### src/rof_regs.vh
`ifndef ROF_REGS_VH
`define ROF_REGS_VH

// Encoding codes, as reported by the encoding query
`define ENC_ASCII      3'h1
`define ENC_SHORT      3'h2
`define ENC_LONG       3'h3
`define ENC_SINGLE     3'h4
`define ENC_DOUBLE     3'h5
`define ENC_RESET      3'h1

// Byte counts per frame
`define LEN_ASCII      5'h0F
`define LEN_SHORT      5'h02
`define LEN_LONG       5'h04
`define LEN_SINGLE     5'h04
`define LEN_DOUBLE     5'h08
`define LEN_EOL        5'h02
`define LEN_COMMA      5'h01
`define LEN_QRY_ENC    5'h03
`define LEN_QRY_SCALE  5'h04

// Characters
`define CHR_CR         8'h0D
`define CHR_LF         8'h0A
`define CHR_COMMA      8'h2C
`define CHR_ZERO       8'h30
`define CHR_PLUS       8'h2B
`define CHR_MINUS      8'h2D

// Overload values: float magnitudes of 1.0E+38, text "1.00000000E+38"
`define OVL_SINGLE_MAG 31'h7E967699
`define OVL_DOUBLE_MAG 63'h47D2CED32A16A1B1
`define OVL_ASCII_TAIL 112'h312E3030303030303030452B3338

// Query selectors
`define QRY_ENC        1'b0
`define QRY_SCALE      1'b1

// Frame buffer: 15 text bytes plus line end
`define FRAME_W        136

`endif

### src/reading_output_formatter.v
// Operation
// - ASCII code 1: each reading goes out as a 15-byte text field
// - Short integer code 2: 16-bit two's complement, two bytes
// - Long integer code 3: 32-bit two's complement, four bytes
// - Single float code 4: 32-bit IEEE-754, four bytes
// - Double float code 5: 64-bit IEEE-754, eight bytes
// - Reset or select command without argument chooses ASCII
// - ASCII readings end with CR LF; binary encodings never add it
// - With end signalling enabled, EOI marks the last byte sent
// - Group recall in ASCII: comma between readings, CR LF once at end
// - No commas for direct, implied-read or binary readings
// - Short integer overload gives unscaled +32767 or -32768
// - Long integer overload gives unscaled signed 32-bit extreme
// - ASCII and float overload give 1.0E+38 with overload sign
// - Sub-sampling with memory disabled forces short integer
// - Query answers are ASCII; readings keep the selected encoding
// - Bus encoding is independent of the memory storage encoding
// - Integer encodings scale readings; factor reported by query
// - Encoding query reports current encoding, including forced one
`timescale 1ns/100ps
`default_nettype none
`include "rof_regs.vh"

module reading_output_formatter (
  // Clock and reset
  input  wire        clk_sys_i,
  input  wire        rst_n_i,
  // Encoding control
  input  wire        fmt_set_i,
  input  wire        fmt_arg_present_i,
  input  wire [2:0]  fmt_arg_i,
  input  wire        subsample_i,
  input  wire        mem_enabled_i,
  input  wire        eoi_enable_i,
  input  wire [5:0]  scale_shift_i,
  output wire [2:0]  out_encoding_o,
  // Reading stream
  input  wire        rdg_valid_i,
  output wire        rdg_ready_o,
  input  wire [119:0] rdg_ascii_i,
  input  wire [47:0] rdg_count_i,
  input  wire [31:0] rdg_single_i,
  input  wire [63:0] rdg_double_i,
  input  wire        rdg_ovld_i,
  input  wire        rdg_ovld_neg_i,
  input  wire        rdg_recall_i,
  input  wire        rdg_last_i,
  // Queries
  input  wire        qry_valid_i,
  input  wire        qry_sel_i,
  output wire        qry_ready_o,
  // Bus byte stream
  output wire        tx_valid_o,
  output wire [7:0]  tx_data_o,
  output wire        tx_eoi_o,
  input  wire        tx_ready_i
);

  localparam ST_IDLE = 1'b0;
  localparam ST_SEND = 1'b1;

  reg  [2:0]           encoding_r;
  reg                  state_r;
  reg  [`FRAME_W-1:0]  frame_r;
  reg  [`FRAME_W-1:0]  frame_nxt;
  reg  [4:0]           cnt_r;
  reg  [4:0]           len_nxt;
  reg                  eoi_end_r;
  reg                  end_nxt;
  wire                 take_qry;
  wire                 take_rdg;
  wire                 fifo_in_ready;
  wire                 fifo_push;
  wire [8:0]           fifo_out;
  wire [47:0]          scaled;
  wire [15:0]          short_val;
  wire [31:0]          long_val;
  wire                 group_mid;
  wire [7:0]           sign_chr;
  wire [119:0]         text_field;
  wire [5:0]           tens;
  wire [5:0]           ones;
  wire                 fifo_out_valid;
  wire                 fifo_out_ready;
  reg                  tx_valid_r;
  reg  [7:0]           tx_data_r;
  reg                  tx_eoi_r;

  assign out_encoding_o = encoding_r;

  // Encoding select; sub-sampling wins over a same-cycle select
  always @(posedge clk_sys_i or negedge rst_n_i) begin
    if (!rst_n_i) begin
      encoding_r <= `ENC_RESET;
    end else if (subsample_i && !mem_enabled_i) begin
      encoding_r <= `ENC_SHORT;
    end else if (fmt_set_i) begin
      if (!fmt_arg_present_i) begin
        encoding_r <= `ENC_ASCII;
      end else if (fmt_arg_i >= `ENC_ASCII &&
                   fmt_arg_i <= `ENC_DOUBLE) begin
        encoding_r <= fmt_arg_i;
      end
    end
  end

  // Memory storage encoding lives elsewhere and is never touched here

  // Integer scaling by a power of two set by function and range
  assign scaled = $signed(rdg_count_i) >>> scale_shift_i;

  int_saturate #(
    .W      (16)
  ) u_sat_short (
    .val_i  (scaled),
    .ovld_i (rdg_ovld_i),
    .neg_i  (rdg_ovld_neg_i),
    .val_o  (short_val)
  );

  int_saturate #(
    .W      (32)
  ) u_sat_long (
    .val_i  (scaled),
    .ovld_i (rdg_ovld_i),
    .neg_i  (rdg_ovld_neg_i),
    .val_o  (long_val)
  );

  // Only a non-final reading of a recalled group continues the line
  assign group_mid  = rdg_recall_i && !rdg_last_i;
  assign sign_chr   = rdg_ovld_neg_i ? `CHR_MINUS : `CHR_PLUS;
  assign text_field = rdg_ovld_i ? {sign_chr, `OVL_ASCII_TAIL}
                                 : rdg_ascii_i;
  assign tens       = scale_shift_i / 6'h0A;
  assign ones       = scale_shift_i % 6'h0A;

  // Queries take precedence over a waiting reading; a reading already being sent finishes first
  assign qry_ready_o = (state_r == ST_IDLE);
  assign rdg_ready_o = (state_r == ST_IDLE) && !qry_valid_i;
  assign take_qry    = qry_valid_i && qry_ready_o;
  assign take_rdg    = rdg_valid_i && rdg_ready_o;

  always @* begin
    frame_nxt = {`FRAME_W{1'b0}};
    len_nxt   = 5'h00;
    end_nxt   = 1'b1;
    if (take_qry) begin
      // Answers are text whatever the reading encoding
      if (qry_sel_i == `QRY_ENC) begin
        frame_nxt = {`CHR_ZERO + {5'h00, encoding_r}, `CHR_CR, `CHR_LF,
                     112'h0};
        len_nxt   = `LEN_QRY_ENC;
      end else begin
        // Factor is 2 to the minus this two-digit power
        frame_nxt = {`CHR_ZERO + {2'b00, tens}, `CHR_ZERO + {2'b00, ones},
                     `CHR_CR, `CHR_LF, 104'h0};
        len_nxt   = `LEN_QRY_SCALE;
      end
    end else begin
      end_nxt = !group_mid;
      case (encoding_r)
        `ENC_ASCII: begin
          if (group_mid) begin
            frame_nxt = {text_field, `CHR_COMMA, 8'h00};
            len_nxt   = `LEN_ASCII + `LEN_COMMA;
          end else begin
            frame_nxt = {text_field, `CHR_CR, `CHR_LF};
            len_nxt   = `LEN_ASCII + `LEN_EOL;
          end
        end
        `ENC_SHORT: begin
          frame_nxt = {short_val, 120'h0};
          len_nxt   = `LEN_SHORT;
        end
        `ENC_LONG: begin
          frame_nxt = {long_val, 104'h0};
          len_nxt   = `LEN_LONG;
        end
        `ENC_SINGLE: begin
          if (rdg_ovld_i) begin
            frame_nxt = {rdg_ovld_neg_i, `OVL_SINGLE_MAG,
                         104'h0};
          end else begin
            frame_nxt = {rdg_single_i, 104'h0};
          end
          len_nxt = `LEN_SINGLE;
        end
        `ENC_DOUBLE: begin
          if (rdg_ovld_i) begin
            frame_nxt = {rdg_ovld_neg_i, `OVL_DOUBLE_MAG,
                         72'h0};
          end else begin
            frame_nxt = {rdg_double_i, 72'h0};
          end
          len_nxt = `LEN_DOUBLE;
        end
        default: begin
          frame_nxt = {`FRAME_W{1'b0}};
          len_nxt   = 5'h00;
        end
      endcase
    end
  end

  // Serialiser: top byte first, stalls while the FIFO is full
  assign fifo_push = (state_r == ST_SEND);

  always @(posedge clk_sys_i or negedge rst_n_i) begin
    if (!rst_n_i) begin
      state_r   <= ST_IDLE;
      frame_r   <= {`FRAME_W{1'b0}};
      cnt_r     <= 5'h00;
      eoi_end_r <= 1'b0;
    end else begin
      case (state_r)
        ST_IDLE: begin
          if ((take_qry || take_rdg) && len_nxt != 5'h00) begin
            frame_r   <= frame_nxt;
            cnt_r     <= len_nxt;
            eoi_end_r <= end_nxt && eoi_enable_i;
            state_r   <= ST_SEND;
          end
        end
        ST_SEND: begin
          if (fifo_in_ready) begin
            frame_r <= {frame_r[`FRAME_W-9:0], 8'h00};
            cnt_r   <= cnt_r - 5'h01;
            if (cnt_r == 5'h01) begin
              state_r <= ST_IDLE;
            end
          end
        end
        default: begin
          state_r <= ST_IDLE;
        end
      endcase
    end
  end

  byte_fifo #(
    .W           (9),
    .DEPTH       (8),
    .AW          (3)
  ) u_fifo (
    .clk_sys_i   (clk_sys_i),
    .rst_n_i     (rst_n_i),
    .in_valid_i  (fifo_push),
    .in_ready_o  (fifo_in_ready),
    .in_data_i   ({eoi_end_r && (cnt_r == 5'h01),
                   frame_r[`FRAME_W-1:`FRAME_W-8]}),
    .out_valid_o (fifo_out_valid),
    .out_ready_i (fifo_out_ready),
    .out_data_o  (fifo_out)
  );

  // Output stage keeps the bus pins on flops; costs one cycle of latency
  assign fifo_out_ready = !tx_valid_r || tx_ready_i;

  always @(posedge clk_sys_i or negedge rst_n_i) begin
    if (!rst_n_i) begin
      tx_valid_r <= 1'b0;
      tx_data_r  <= 8'h00;
      tx_eoi_r   <= 1'b0;
    end else if (fifo_out_ready) begin
      tx_valid_r <= fifo_out_valid;
      tx_data_r  <= fifo_out[7:0];
      tx_eoi_r   <= fifo_out[8];
    end
  end

  assign tx_valid_o = tx_valid_r;
  assign tx_data_o  = tx_data_r;
  assign tx_eoi_o   = tx_eoi_r;

endmodule

`default_nettype wire

### src/byte_fifo.v
`timescale 1ns/100ps
`default_nettype none

module byte_fifo #(
  parameter W     = 9,
  parameter DEPTH = 8,
  parameter AW    = 3
) (
  // Clock and reset
  input  wire         clk_sys_i,
  input  wire         rst_n_i,
  // Fill side
  input  wire         in_valid_i,
  output wire         in_ready_o,
  input  wire [W-1:0] in_data_i,
  // Drain side
  output wire         out_valid_o,
  input  wire         out_ready_i,
  output wire [W-1:0] out_data_o
);

  localparam [AW:0] DEPTH_C = DEPTH[AW:0];

  reg [W-1:0]  mem_r [0:DEPTH-1];
  reg [AW-1:0] wr_r;
  reg [AW-1:0] rd_r;
  reg [AW:0]   cnt_r;
  wire         push;
  wire         pop;

  assign in_ready_o  = (cnt_r != DEPTH_C);
  assign out_valid_o = (cnt_r != {(AW+1){1'b0}});
  assign out_data_o  = mem_r[rd_r];
  assign push        = in_valid_i && in_ready_o;
  assign pop         = out_valid_o && out_ready_i;

  always @(posedge clk_sys_i) begin
    if (push) begin
      mem_r[wr_r] <= in_data_i;
    end
  end

  always @(posedge clk_sys_i or negedge rst_n_i) begin
    if (!rst_n_i) begin
      wr_r  <= {AW{1'b0}};
      rd_r  <= {AW{1'b0}};
      cnt_r <= {(AW+1){1'b0}};
    end else begin
      if (push) begin
        wr_r <= wr_r + 1'b1;
      end
      if (pop) begin
        rd_r <= rd_r + 1'b1;
      end
      if (push && !pop) begin
        cnt_r <= cnt_r + 1'b1;
      end else if (pop && !push) begin
        cnt_r <= cnt_r - 1'b1;
      end
    end
  end

endmodule

`default_nettype wire

### src/int_saturate.v
`timescale 1ns/100ps
`default_nettype none

module int_saturate #(
  parameter W = 16
) (
  // Scaled reading
  input  wire [47:0]  val_i,
  input  wire         ovld_i,
  input  wire         neg_i,
  // Integer result
  output reg  [W-1:0] val_o
);

  wire [W-1:0] pos_max = {1'b0, {(W-1){1'b1}}};
  wire [W-1:0] neg_min = {1'b1, {(W-1){1'b0}}};
  // In range when all bits above the sign of the result agree with it
  wire         fits    = (val_i[47:W-1] == {(49-W){val_i[W-1]}});

  always @* begin
    if (ovld_i) begin
      val_o = neg_i ? neg_min : pos_max;
    end else if (!fits) begin
      // Out of range without overload: clamp rather than wrap
      val_o = val_i[47] ? neg_min : pos_max;
    end else begin
      val_o = val_i[W-1:0];
    end
  end

endmodule

`default_nettype wire

### config.mk
export PLATFORM = sky130hd
export DESIGN_NAME = reading_output_formatter
export DESIGN_NICKNAME = d
export VERILOG_FILES = /design/src/reading_output_formatter.v /design/src/byte_fifo.v /design/src/int_saturate.v
export VERILOG_INCLUDE_DIRS = /design/src
export SDC_FILE = /design/constraint.sdc
export NUM_CORES = 1
export LEC_CHECK = 0
export ABC_AREA = 1
export BUFFER_PORTS_ARGS = -buffer_cell sky130_fd_sc_hd__buf_2
export CORE_ASPECT_RATIO = 0.9
export CORE_UTILIZATION = 51
export DETAILED_ROUTE_END_ITERATION = 16
export GPL_ROUTABILITY_DRIVEN = 1
export PLACE_DENSITY = 0.78
export SETUP_SLACK_MARGIN = 0.15
export SYNTH_ARGS = -nofsm -noshare
export SYNTH_HDL_FRONTEND = slang
export SYNTH_SLANG_ARGS = --single-unit
export TNS_END_PERCENT = 1
### constraint.sdc
create_clock -name clk_sys_i -period 2.6 [get_ports clk_sys_i]
set_clock_uncertainty 0.2 [all_clocks]
set_input_delay 0.39 -clock clk_sys_i [delete_from_list [all_inputs] [get_ports clk_sys_i]]
set_output_delay 0.39 -clock clk_sys_i [all_outputs]
set_load 0.05 [all_outputs]
==> key figures, run 1 <==
Finish
  • Filler Cell Count: 2235
  • Layout cells sized above 1: 34.2%
  • Fin nets: 3020
  • Post-route cell area: 0.0221 sq mm
  • Area of the multi-input gates: 0.00962 sq mm
  • Layout area overhead: 43.6%
  • Post-route insts no fill: 3143
  • Storage cell area: 0.00604 sq mm

Worst setup path
  • CP Cell Sequence: buf_12, clkinv_8, buf_12, nand2_1, nand3_1, nand3_1, nand3_1, nand3_1, nand3_2, nand2_1, nor2_1, nand3_1, nand2_2, nand2_4, nor2_4, nand2_1, nand2_1, nand2_1, nand2_1, nand2_1, nand2_1, nand2_1, nand2_1, nand2_1
  • CP required: 2.81 ns
  • Critical path origin: scale_shift_i[0]
  • Reg2Reg Launch Point: out_encoding_o[0]
  • Top cell by count, worst path: nand2_1
  • Worst EP arrival: 2.90 ns
  • Max incr delay on CP: 0.22 ns
  • Worst path bufs/invs: 3
  • R2R Setup Slk: 0.15 ns
  • WS Path Type: input port to flop
  • Delay-heaviest family, CP: simple AND/OR/NAND/NOR gates
  • Max stage delay cell, worst path: nor2_4
  • FF-to-FF End: frame_r[122]
  • R2r worst-path depth: 11
  • Crit path max fanout: 8
  • Levels on crit path: 24
  • Critical Path Sink Type: flop
  • CP Launch Type: input port

Synthesis
  • Sequential fraction of the synthesis area: 39.2%
  • Cell variety after synth: 57
  • Syn_area_per_cell: 7.02 sq um
  • Main combinational cell family by area after synthesis: simple AND/OR/NAND/NOR gates
  • Synth Area in Compound Gates: 18.9%
  • Syn nets: 2495
  • XOR/XNOR Fraction of Synth Area: 0.568%
  • Synthesized area: 0.0154 sq mm
  • Synth Register Bits: 227
  • Commonest cells in the netlist: nand2_1, nand3_1, o21ai_0
  • Synth area leaders: dfrtp_1, nand2_1, edfxtp_1
  • Ys async rst share: 68.3%
  • Most frequent cell after synthesis: nand2_1
  • Yosys top cell area share: 25.0%
  • Mux contribution to synthesized area: 0.0649%
  • Cells after Synth: 2197
  • Post-synth EDFFs: 72
  • Simple logic cell fraction of the synthesized area: 32.5%
  • Predominant post-synthesis flop cell: dfrtp_1
  • Adder-Cell Fraction of Synth Area: 0.860%
  • Ys Warns: 0
  • Cell taking the most area after synthesis: dfrtp_1

Floorplanning
  • FP Rows: 60
  • Initial core utilization: 51.7%
  • Die area: 0.0309 sq mm
  • Die height: 167 um
  • Core area: 0.0298 sq mm
  • I/O pins: 303
  • Die Wd: 185 um

Drt
  • DR vias: 19100
  • Drt pass-1 iters: 6
  • DR vias/cell: 6.06
  • DRT antenna net count: 0
  • Post-DR wirelength/cell: 20.6 um
  • Post-detailed-route DRC marker count: 0
  • WL final: 64.6 mm
  • 1st-iter DRT viols: 2106

Hold path
  • Hold Path Depth: 4
  • Worst hold endpoint: out_encoding_o[1]
  • Worst hold-check path type: input port to flop
  • Hold path startpoint: mem_enabled_i

Timing
  • Slew @ Worst Pin: 0.639 ns
  • Post-route clock period utilization: 103%
  • Final Slew Violations: 0
  • Final Hold Viols: 0
  • Min cycle time layout: 2.68 ns
  • Final WS setup: -0.0834 ns
  • Setup violators final: 21
  • Max Freq: 0.373 GHz
  • Slew HR: 57.3%
  • RSZ-0062 raised after global routing: yes

Job
  • # Max-Cap Violations: 0

Global routing
  • Grt total ovfl: 0
  • Total GRT Usage: 39.5%
  • Vias in the first global route: 17800
  • Pin count of the biggest net entering global routing: 60
  • Initial antenna violation count: 1
  • First-pass GRT wire length: 95.2 mm

Pwr
  • Pwr/cell area: 712 mW/mm^2
  • Seq pwr share: 33.5%
  • Sw Pwr: 0.00670 W
  • Peak supply drop: 645 uV
  • Net Sw Frac: 42.6%
  • Clk network pwr share: 20.2%
  • Combinational share of power: 46.3%
  • Int Power: 0.00905 W
  • Final Power: 0.0158 W
  • Leak: 10.2 nW

Place
  • Dpl hpwl: 44.4 mm
  • Port bufs: 302
  • Number of cells after detailed placement: 3012
  • RePlAce Congestion: 1.01
  • Cell Area, Placed: 0.0191 sq mm

CTS
  • CTS tree: yes
  • Worst-path clk slew: 0.07 ns
  • Clock buffer depth: 3
  • Number of H-tree levels: 1
  • Worst skew pair latency: 0.52 ns
  • Root Buffer: clkbuf_16
  • Clock sinks: 227
  • TritonCTS Buffers: 23

Run status
  • Outcome: complete, but fails checks
  • Violated checks: setup timing
-- timing repair --
item | 4_1_cts | 5_1_grt
setup endpoints to repair | 38 | 123
hold endpoints to repair | 112 | 0
hold buffers | 63 | 0
gates cloned | 3 | 6
resized for setup | 76 | 298
buffers inserted | 0 | 16
pin swaps | 20 | 74
-- worst max-delay path by stage --
stage	end
floorplan	frame_r[115]
global placement	frame_r[106]
detailed placement	frame_r[106]
CTS	frame_r[129]
global route	frame_r[134]
finish	frame_r[125]
-- state kept, by name, summed over array words and instances, names as in the netlist --
register        count
cnt_r               5
eoi_end_r           1
fifo_push           1
frame_r           125
out_encoding_o      3
tx_data_o           8
tx_eoi_o            1
tx_valid_o          1
u_fifo.cnt_r        4
u_fifo.mem_r       72
u_fifo.rd_r         3
u_fifo.wr_r         3
-- worst register-to-register path, delay by kind of cell, from the launching register on --
kind / cells / cell delay [ns]
simple gates: 3 / 0.30
flops: 1 / 0.54
compound gates: 4 / 0.74
buf+inv: 4 / 0.56
-- stage by stage --
step | setup WS [ns] | hold WS, ns | setup TNS, ns | util, %
after floorplan | -0.0812 | -0.106 | -3.20 | -
after global placement | -0.743 | 0.202 | -18.14 | 64.0
after detailed placement | -0.789 | 0.211 | -18.51 | 64.0
after CTS | -0.0103 | 0.00597 | -0.0203 | 69.6
after global routing | -0.186 | 0.0156 | -3.61 | 74.3
final | -0.0834 | 0.0101 | -0.709 | 74.3
-- final cells by class --
type,instances,share of cell area (%)
Timing Repair inverter,2,0.0791
Clock inverter,10,0.254
Antenna cell,1,0.0113
Inverter,142,2.63
Clock buffer,32,2.93
Tap cell,403,2.28
Multi-Input combinational cell,1683,43.5
Sequential cell,227,27.3
Timing Repair Buffer,643,21.0
-- cell usage in the layout (no fill, tap or decap), types with 11 or more instances in the layout --
cell and instances:
nand2_2 79, dfrtp_1 153, nor2_2 19, o211ai_1 31, buf_2 296, o21ai_0 196, inv_1 115, buf_6 11
buf_4 243, nand2_4 13, nand2_1 507, a22oi_1 26, inv_2 13, nand3_4 32, a21oi_1 77, nor2_1 157
o21ai_1 31, clkbuf_16 27, buf_12 22, o221ai_1 39, a21oi_2 17, o22ai_1 19, nand3_1 226, nand3_2 95
dlygate4sd3_1 63, edfxtp_1 72
-- cells by family after synthesis --
family	after synthesis
AOI/OAI and AO/OA	495
xor gates and xnor gates	10
adders and majority gates	10
buffers and inverters	289
DFF	227
muxes	1
and+or+nand+nor	1165
-- per-layer routing --
| layer | track usage (%) | wire length, um | share of wire, % | vias to the layer above |
|---|---|---|---|---|
| met2 | 62.2 | 29400 | 46 | 1245 |
| met4 | 18.3 | 3790 | 5.9 | 0 |
| met3 | 5.69 | 5990 | 9.3 | 275 |
| met5 | 0 | 0 | 0 | - |
| li1 | - | - | - | 8591 |
| met1 | 53.6 | 25400 | 39 | 8950 |
-- power groups by stage --
stage | Sequential, W | Clock, W | Combinational [W]
after CTS | 0.00525 | 0.00316 | 0.00670
after floorplan | 0.00540 | 0 | 0.00376
after detailed placement | 0.00530 | 0 | 0.00648
after global placement | 0.00526 | 0 | 0.00633
after global routing | 0.00536 | 0.00331 | 0.00786
final | 0.00528 | 0.00318 | 0.00730
Power figures use the tool's default switching activity.
==> run 2, diff against run 1 <==
ABC_CLOCK_PERIOD_IN_PS = 2600   (was unset)
CORE_ASPECT_RATIO = 1.5   (was 0.9)
==> run 2 against run 1 <==
Net effect:
- clock power down 16%
- cell count decreased by 0.35%
- the flow still finishes with violations (setup timing)
- combinational power hardly changed
- global-route usage grew 4.7 points
- critical endpoint is now frame_r[116]
- power decreased by 3.0%
- clock-buffer cell count is 11 lower
==> key figures, run 2 (synthesized netlist as in run 1, its figures left out) <==
Timing
  • Slew @ Worst Pin: 0.830 ns (+0.192 ns)
  • Max Freq: 0.366 GHz (-1.7%)
  • Final WS setup: -0.131 ns (-0.0475 ns)
  • Setup violators final: 31 (+48%)
  • Setup TNS: -2.32 ns (-1.61 ns)
  • Slew HR: 44.6% (-13 points)
  • RSZ-0062 raised after global routing: yes
  • Final Slew Violations: 0 (unchanged)
  • Post-route clock period utilization: 105% (+1.8 points)
  • Min cycle time layout: 2.73 ns (+0.0475 ns)
  • Final Hold Viols: 0 (unchanged)

Worst setup path
  • Max incr delay on CP: 0.22 ns (about the same)
  • Crit path max fanout: 7 (-1)
  • Top cell by count, worst path: nand3_4
  • CP Launch Type: input port
  • Max stage delay cell, worst path: o21ai_2
  • Worst EP arrival: 2.92 ns (+0.02 ns)
  • WS Path Type: input port to flop
  • Critical Path Sink Type: flop
  • Worst path bufs/invs: 5 (+2)
  • Delay-heaviest family, CP: simple AND/OR/NAND/NOR gates
  • CP required: 2.78 ns (-0.03 ns)
  • CP Cell Sequence: buf_12, inv_8, buf_6, buf_16, nand2_2, buf_4, nand3_4, nand3_4, nand3_4, nand3_2, o21ai_2, and2_1, nand2_1, nor2_2, nand2_4, nand3_4, nand2_8, o21ai_2, nand4_1, nand2_1, nand3_1

Pwr
  • Peak supply drop: 472 uV (-27%)
  • Sw Pwr: 0.00665 W (-0.82%)
  • Net Sw Frac: 43.5% (+0.97 points)
  • Final Power: 0.0153 W (-3.0%)
  • Int Power: 0.00863 W (-4.7%)
  • Seq pwr share: 34.7% (+1.2 points)
  • Leak: 10.2 nW (-0.94%)
  • Combinational share of power: 47.8% (+1.5 points)
  • Pwr/cell area: 704 mW/mm^2 (-1.1%)
  • Clk network pwr share: 17.5% (-2.7 points)

Place
  • RePlAce Congestion: 1.06 (+4.6%)
  • Number of cells after detailed placement: 3016 (+0.13%)
  • Dpl hpwl: 48.2 mm (+8.7%)
  • Port bufs: 302 (unchanged)

Floorplanning
  • Die Wd: 144 um (-22%)
  • Die height: 215 um (+29%)
  • Initial core utilization: 52.1% (+0.40 points)
  • I/O pins: 303 (unchanged)
  • Die area: 0.0309 sq mm (about the same)
  • Core area: 0.0296 sq mm (-0.76%)
  • FP Rows: 77 (+28%)

Finish
  • Max FFs per register: 125 (unchanged)
  • Filler Cell Count: 2242 (+0.31%)
  • Fin nets: 3022 (+0.066%)
  • Register with the most flip-flops: frame_r
  • Commonest cells after routing, fill and taps aside: nand2_1, buf_2, buf_4
  • Commonest non-fill, non-tap cell in the layout: nand2_1
  • Layout area overhead: 40.9%
  • Post-route insts no fill: 3132 (-0.35%)
  • Layout cells sized above 1: 32.1% (-2.1 points)

CTS
  • Clock sinks: 227 (unchanged)
  • CTS tree: yes
  • Worst skew pair latency: 0.50 ns (-0.02 ns)
  • TritonCTS Buffers: 19 (-17%)
  • Worst-path clk slew: 0.07 ns (about the same)
  • Root Buffer: clkbuf_16
  • Number of H-tree levels: 1 (unchanged)
  • Clock buffer depth: 3 (unchanged)

Drt
  • DRT antenna net count: 0 (unchanged)
  • DR vias/cell: 6.03 (-0.53%)
  • Post-DR wirelength/cell: 21.9 um (+6.3%)
  • Drt pass-1 iters: 6 (unchanged)
  • Post-detailed-route DRC marker count: 0 (unchanged)
  • WL final: 68.5 mm (+5.9%)
  • DR vias: 18900 (-0.88%)
  • 1st-iter DRT viols: 1505 (-29%)

Run status
  • Violated checks: setup timing
  • Outcome: complete, but fails checks

Global routing
  • Pin count of the biggest net entering global routing: 63 (+5.0%)
  • First-pass GRT wire length: 103 mm (+7.7%)
  • Vias in the first global route: 18800 (+5.5%)
  • Initial antenna violation count: 3 (+2)
  • Total GRT Usage: 44.2% (+4.7 points)
  • Grt total ovfl: 0 (unchanged)

Job
  • # Max-Cap Violations: 0 (unchanged)

Hold path
  • Worst hold-check path type: input port to flop
## run 2: cell count changes in the layout (fill, tap and decap cells not counted), moves of 5 or more
| cell | change |
|---|---|
| buf_4 | +5 |
| clkbuf_16 | -8 |
| dlygate4sd3_1 | -5 |
| inv_1 | +5 |
| nand2_1 | +37 |
| nand2_2 | -33 |
| nand3_1 | +11 |
| nand3_2 | -6 |
| nand3_4 | -6 |
| o21ai_0 | +18 |
| o21ai_1 | -15 |
## run 2: worst paths after layout
path                                    from           endpoint  slack, ns  cells after the start
max in group asynchronous            rst_n_i  out_encoding_o[0]       1.24                      3
max                         scale_shift_i[0]       frame_r[116]      -0.13                     21
min                          rdg_ascii_i[14]        frame_r[30]     0.0002                      3
max reg2reg                out_encoding_o[1]       frame_r[105]      -0.10                     11
min reg2reg                     frame_r[115]       frame_r[115]       0.28                      2
min in group asynchronous            rst_n_i       tx_data_o[4]       0.22                      2
## run 2: worst min-delay path: stages
cell	delay (ns)
buf_2	0.10
nand3_1	0.08
o221ai_1	0.08
## run 2: repair_timing
action | in CTS | in global routing
hold endpoints to repair | 114 | 1
hold buffers | 57 | 1
pin swaps | 55 | 32
setup buffers | 14 | 2
gates resized for setup | 168 | 94
cloned | 8 | 0
endpoints found under the setup margin | 119 | 125
## run 2: power groups by stage
stage,sequential (W),combinational [W],clock [W]
global route,0.00539,0.00785,0.00281
finish,0.00530,0.00730,0.00267
global placement,0.00526,0.00641,0
floorplan,0.00540,0.00376,0
detailed placement,0.00531,0.00661,0
CTS,0.00526,0.00698,0.00266
## run 2: area by class of cell
type                       count  area [sq um]  area share [%]
antenna                        2          5.00          0.0230
clock buffer                  21           483            2.22
clock inverter                11          66.3           0.305
inverter                     142           563            2.59
multi-input combinational   1682          9290            42.8
sequential                   227          6040            27.8
tap                          395           494            2.28
timing repair buffer         650          4750            21.9
timing repair inverter         2          13.8          0.0634
## run 2: metrics by stage
step	utilization [%]	setup WS, ns	cell area (sq um)	hold slack (ns)
floorplan	-	-0.0812	15600	-0.106
global placement	64.9	-0.883	19200	0.202
detailed placement	64.9	-0.924	19200	0.196
CTS	72.1	-0.0558	21300	0.00238
global route	73.4	-0.309	21700	0.0263
finish	73.4	-0.131	21700	0.000152
## run 2: routing by layer
metal	wire (um)	share of wire [%]	track usage, %
met2	33800	49	76.4
met3	5100	7.5	8.58
met1	22600	33	44.8
met5	29	0.042	0
met4	6900	10	38.0
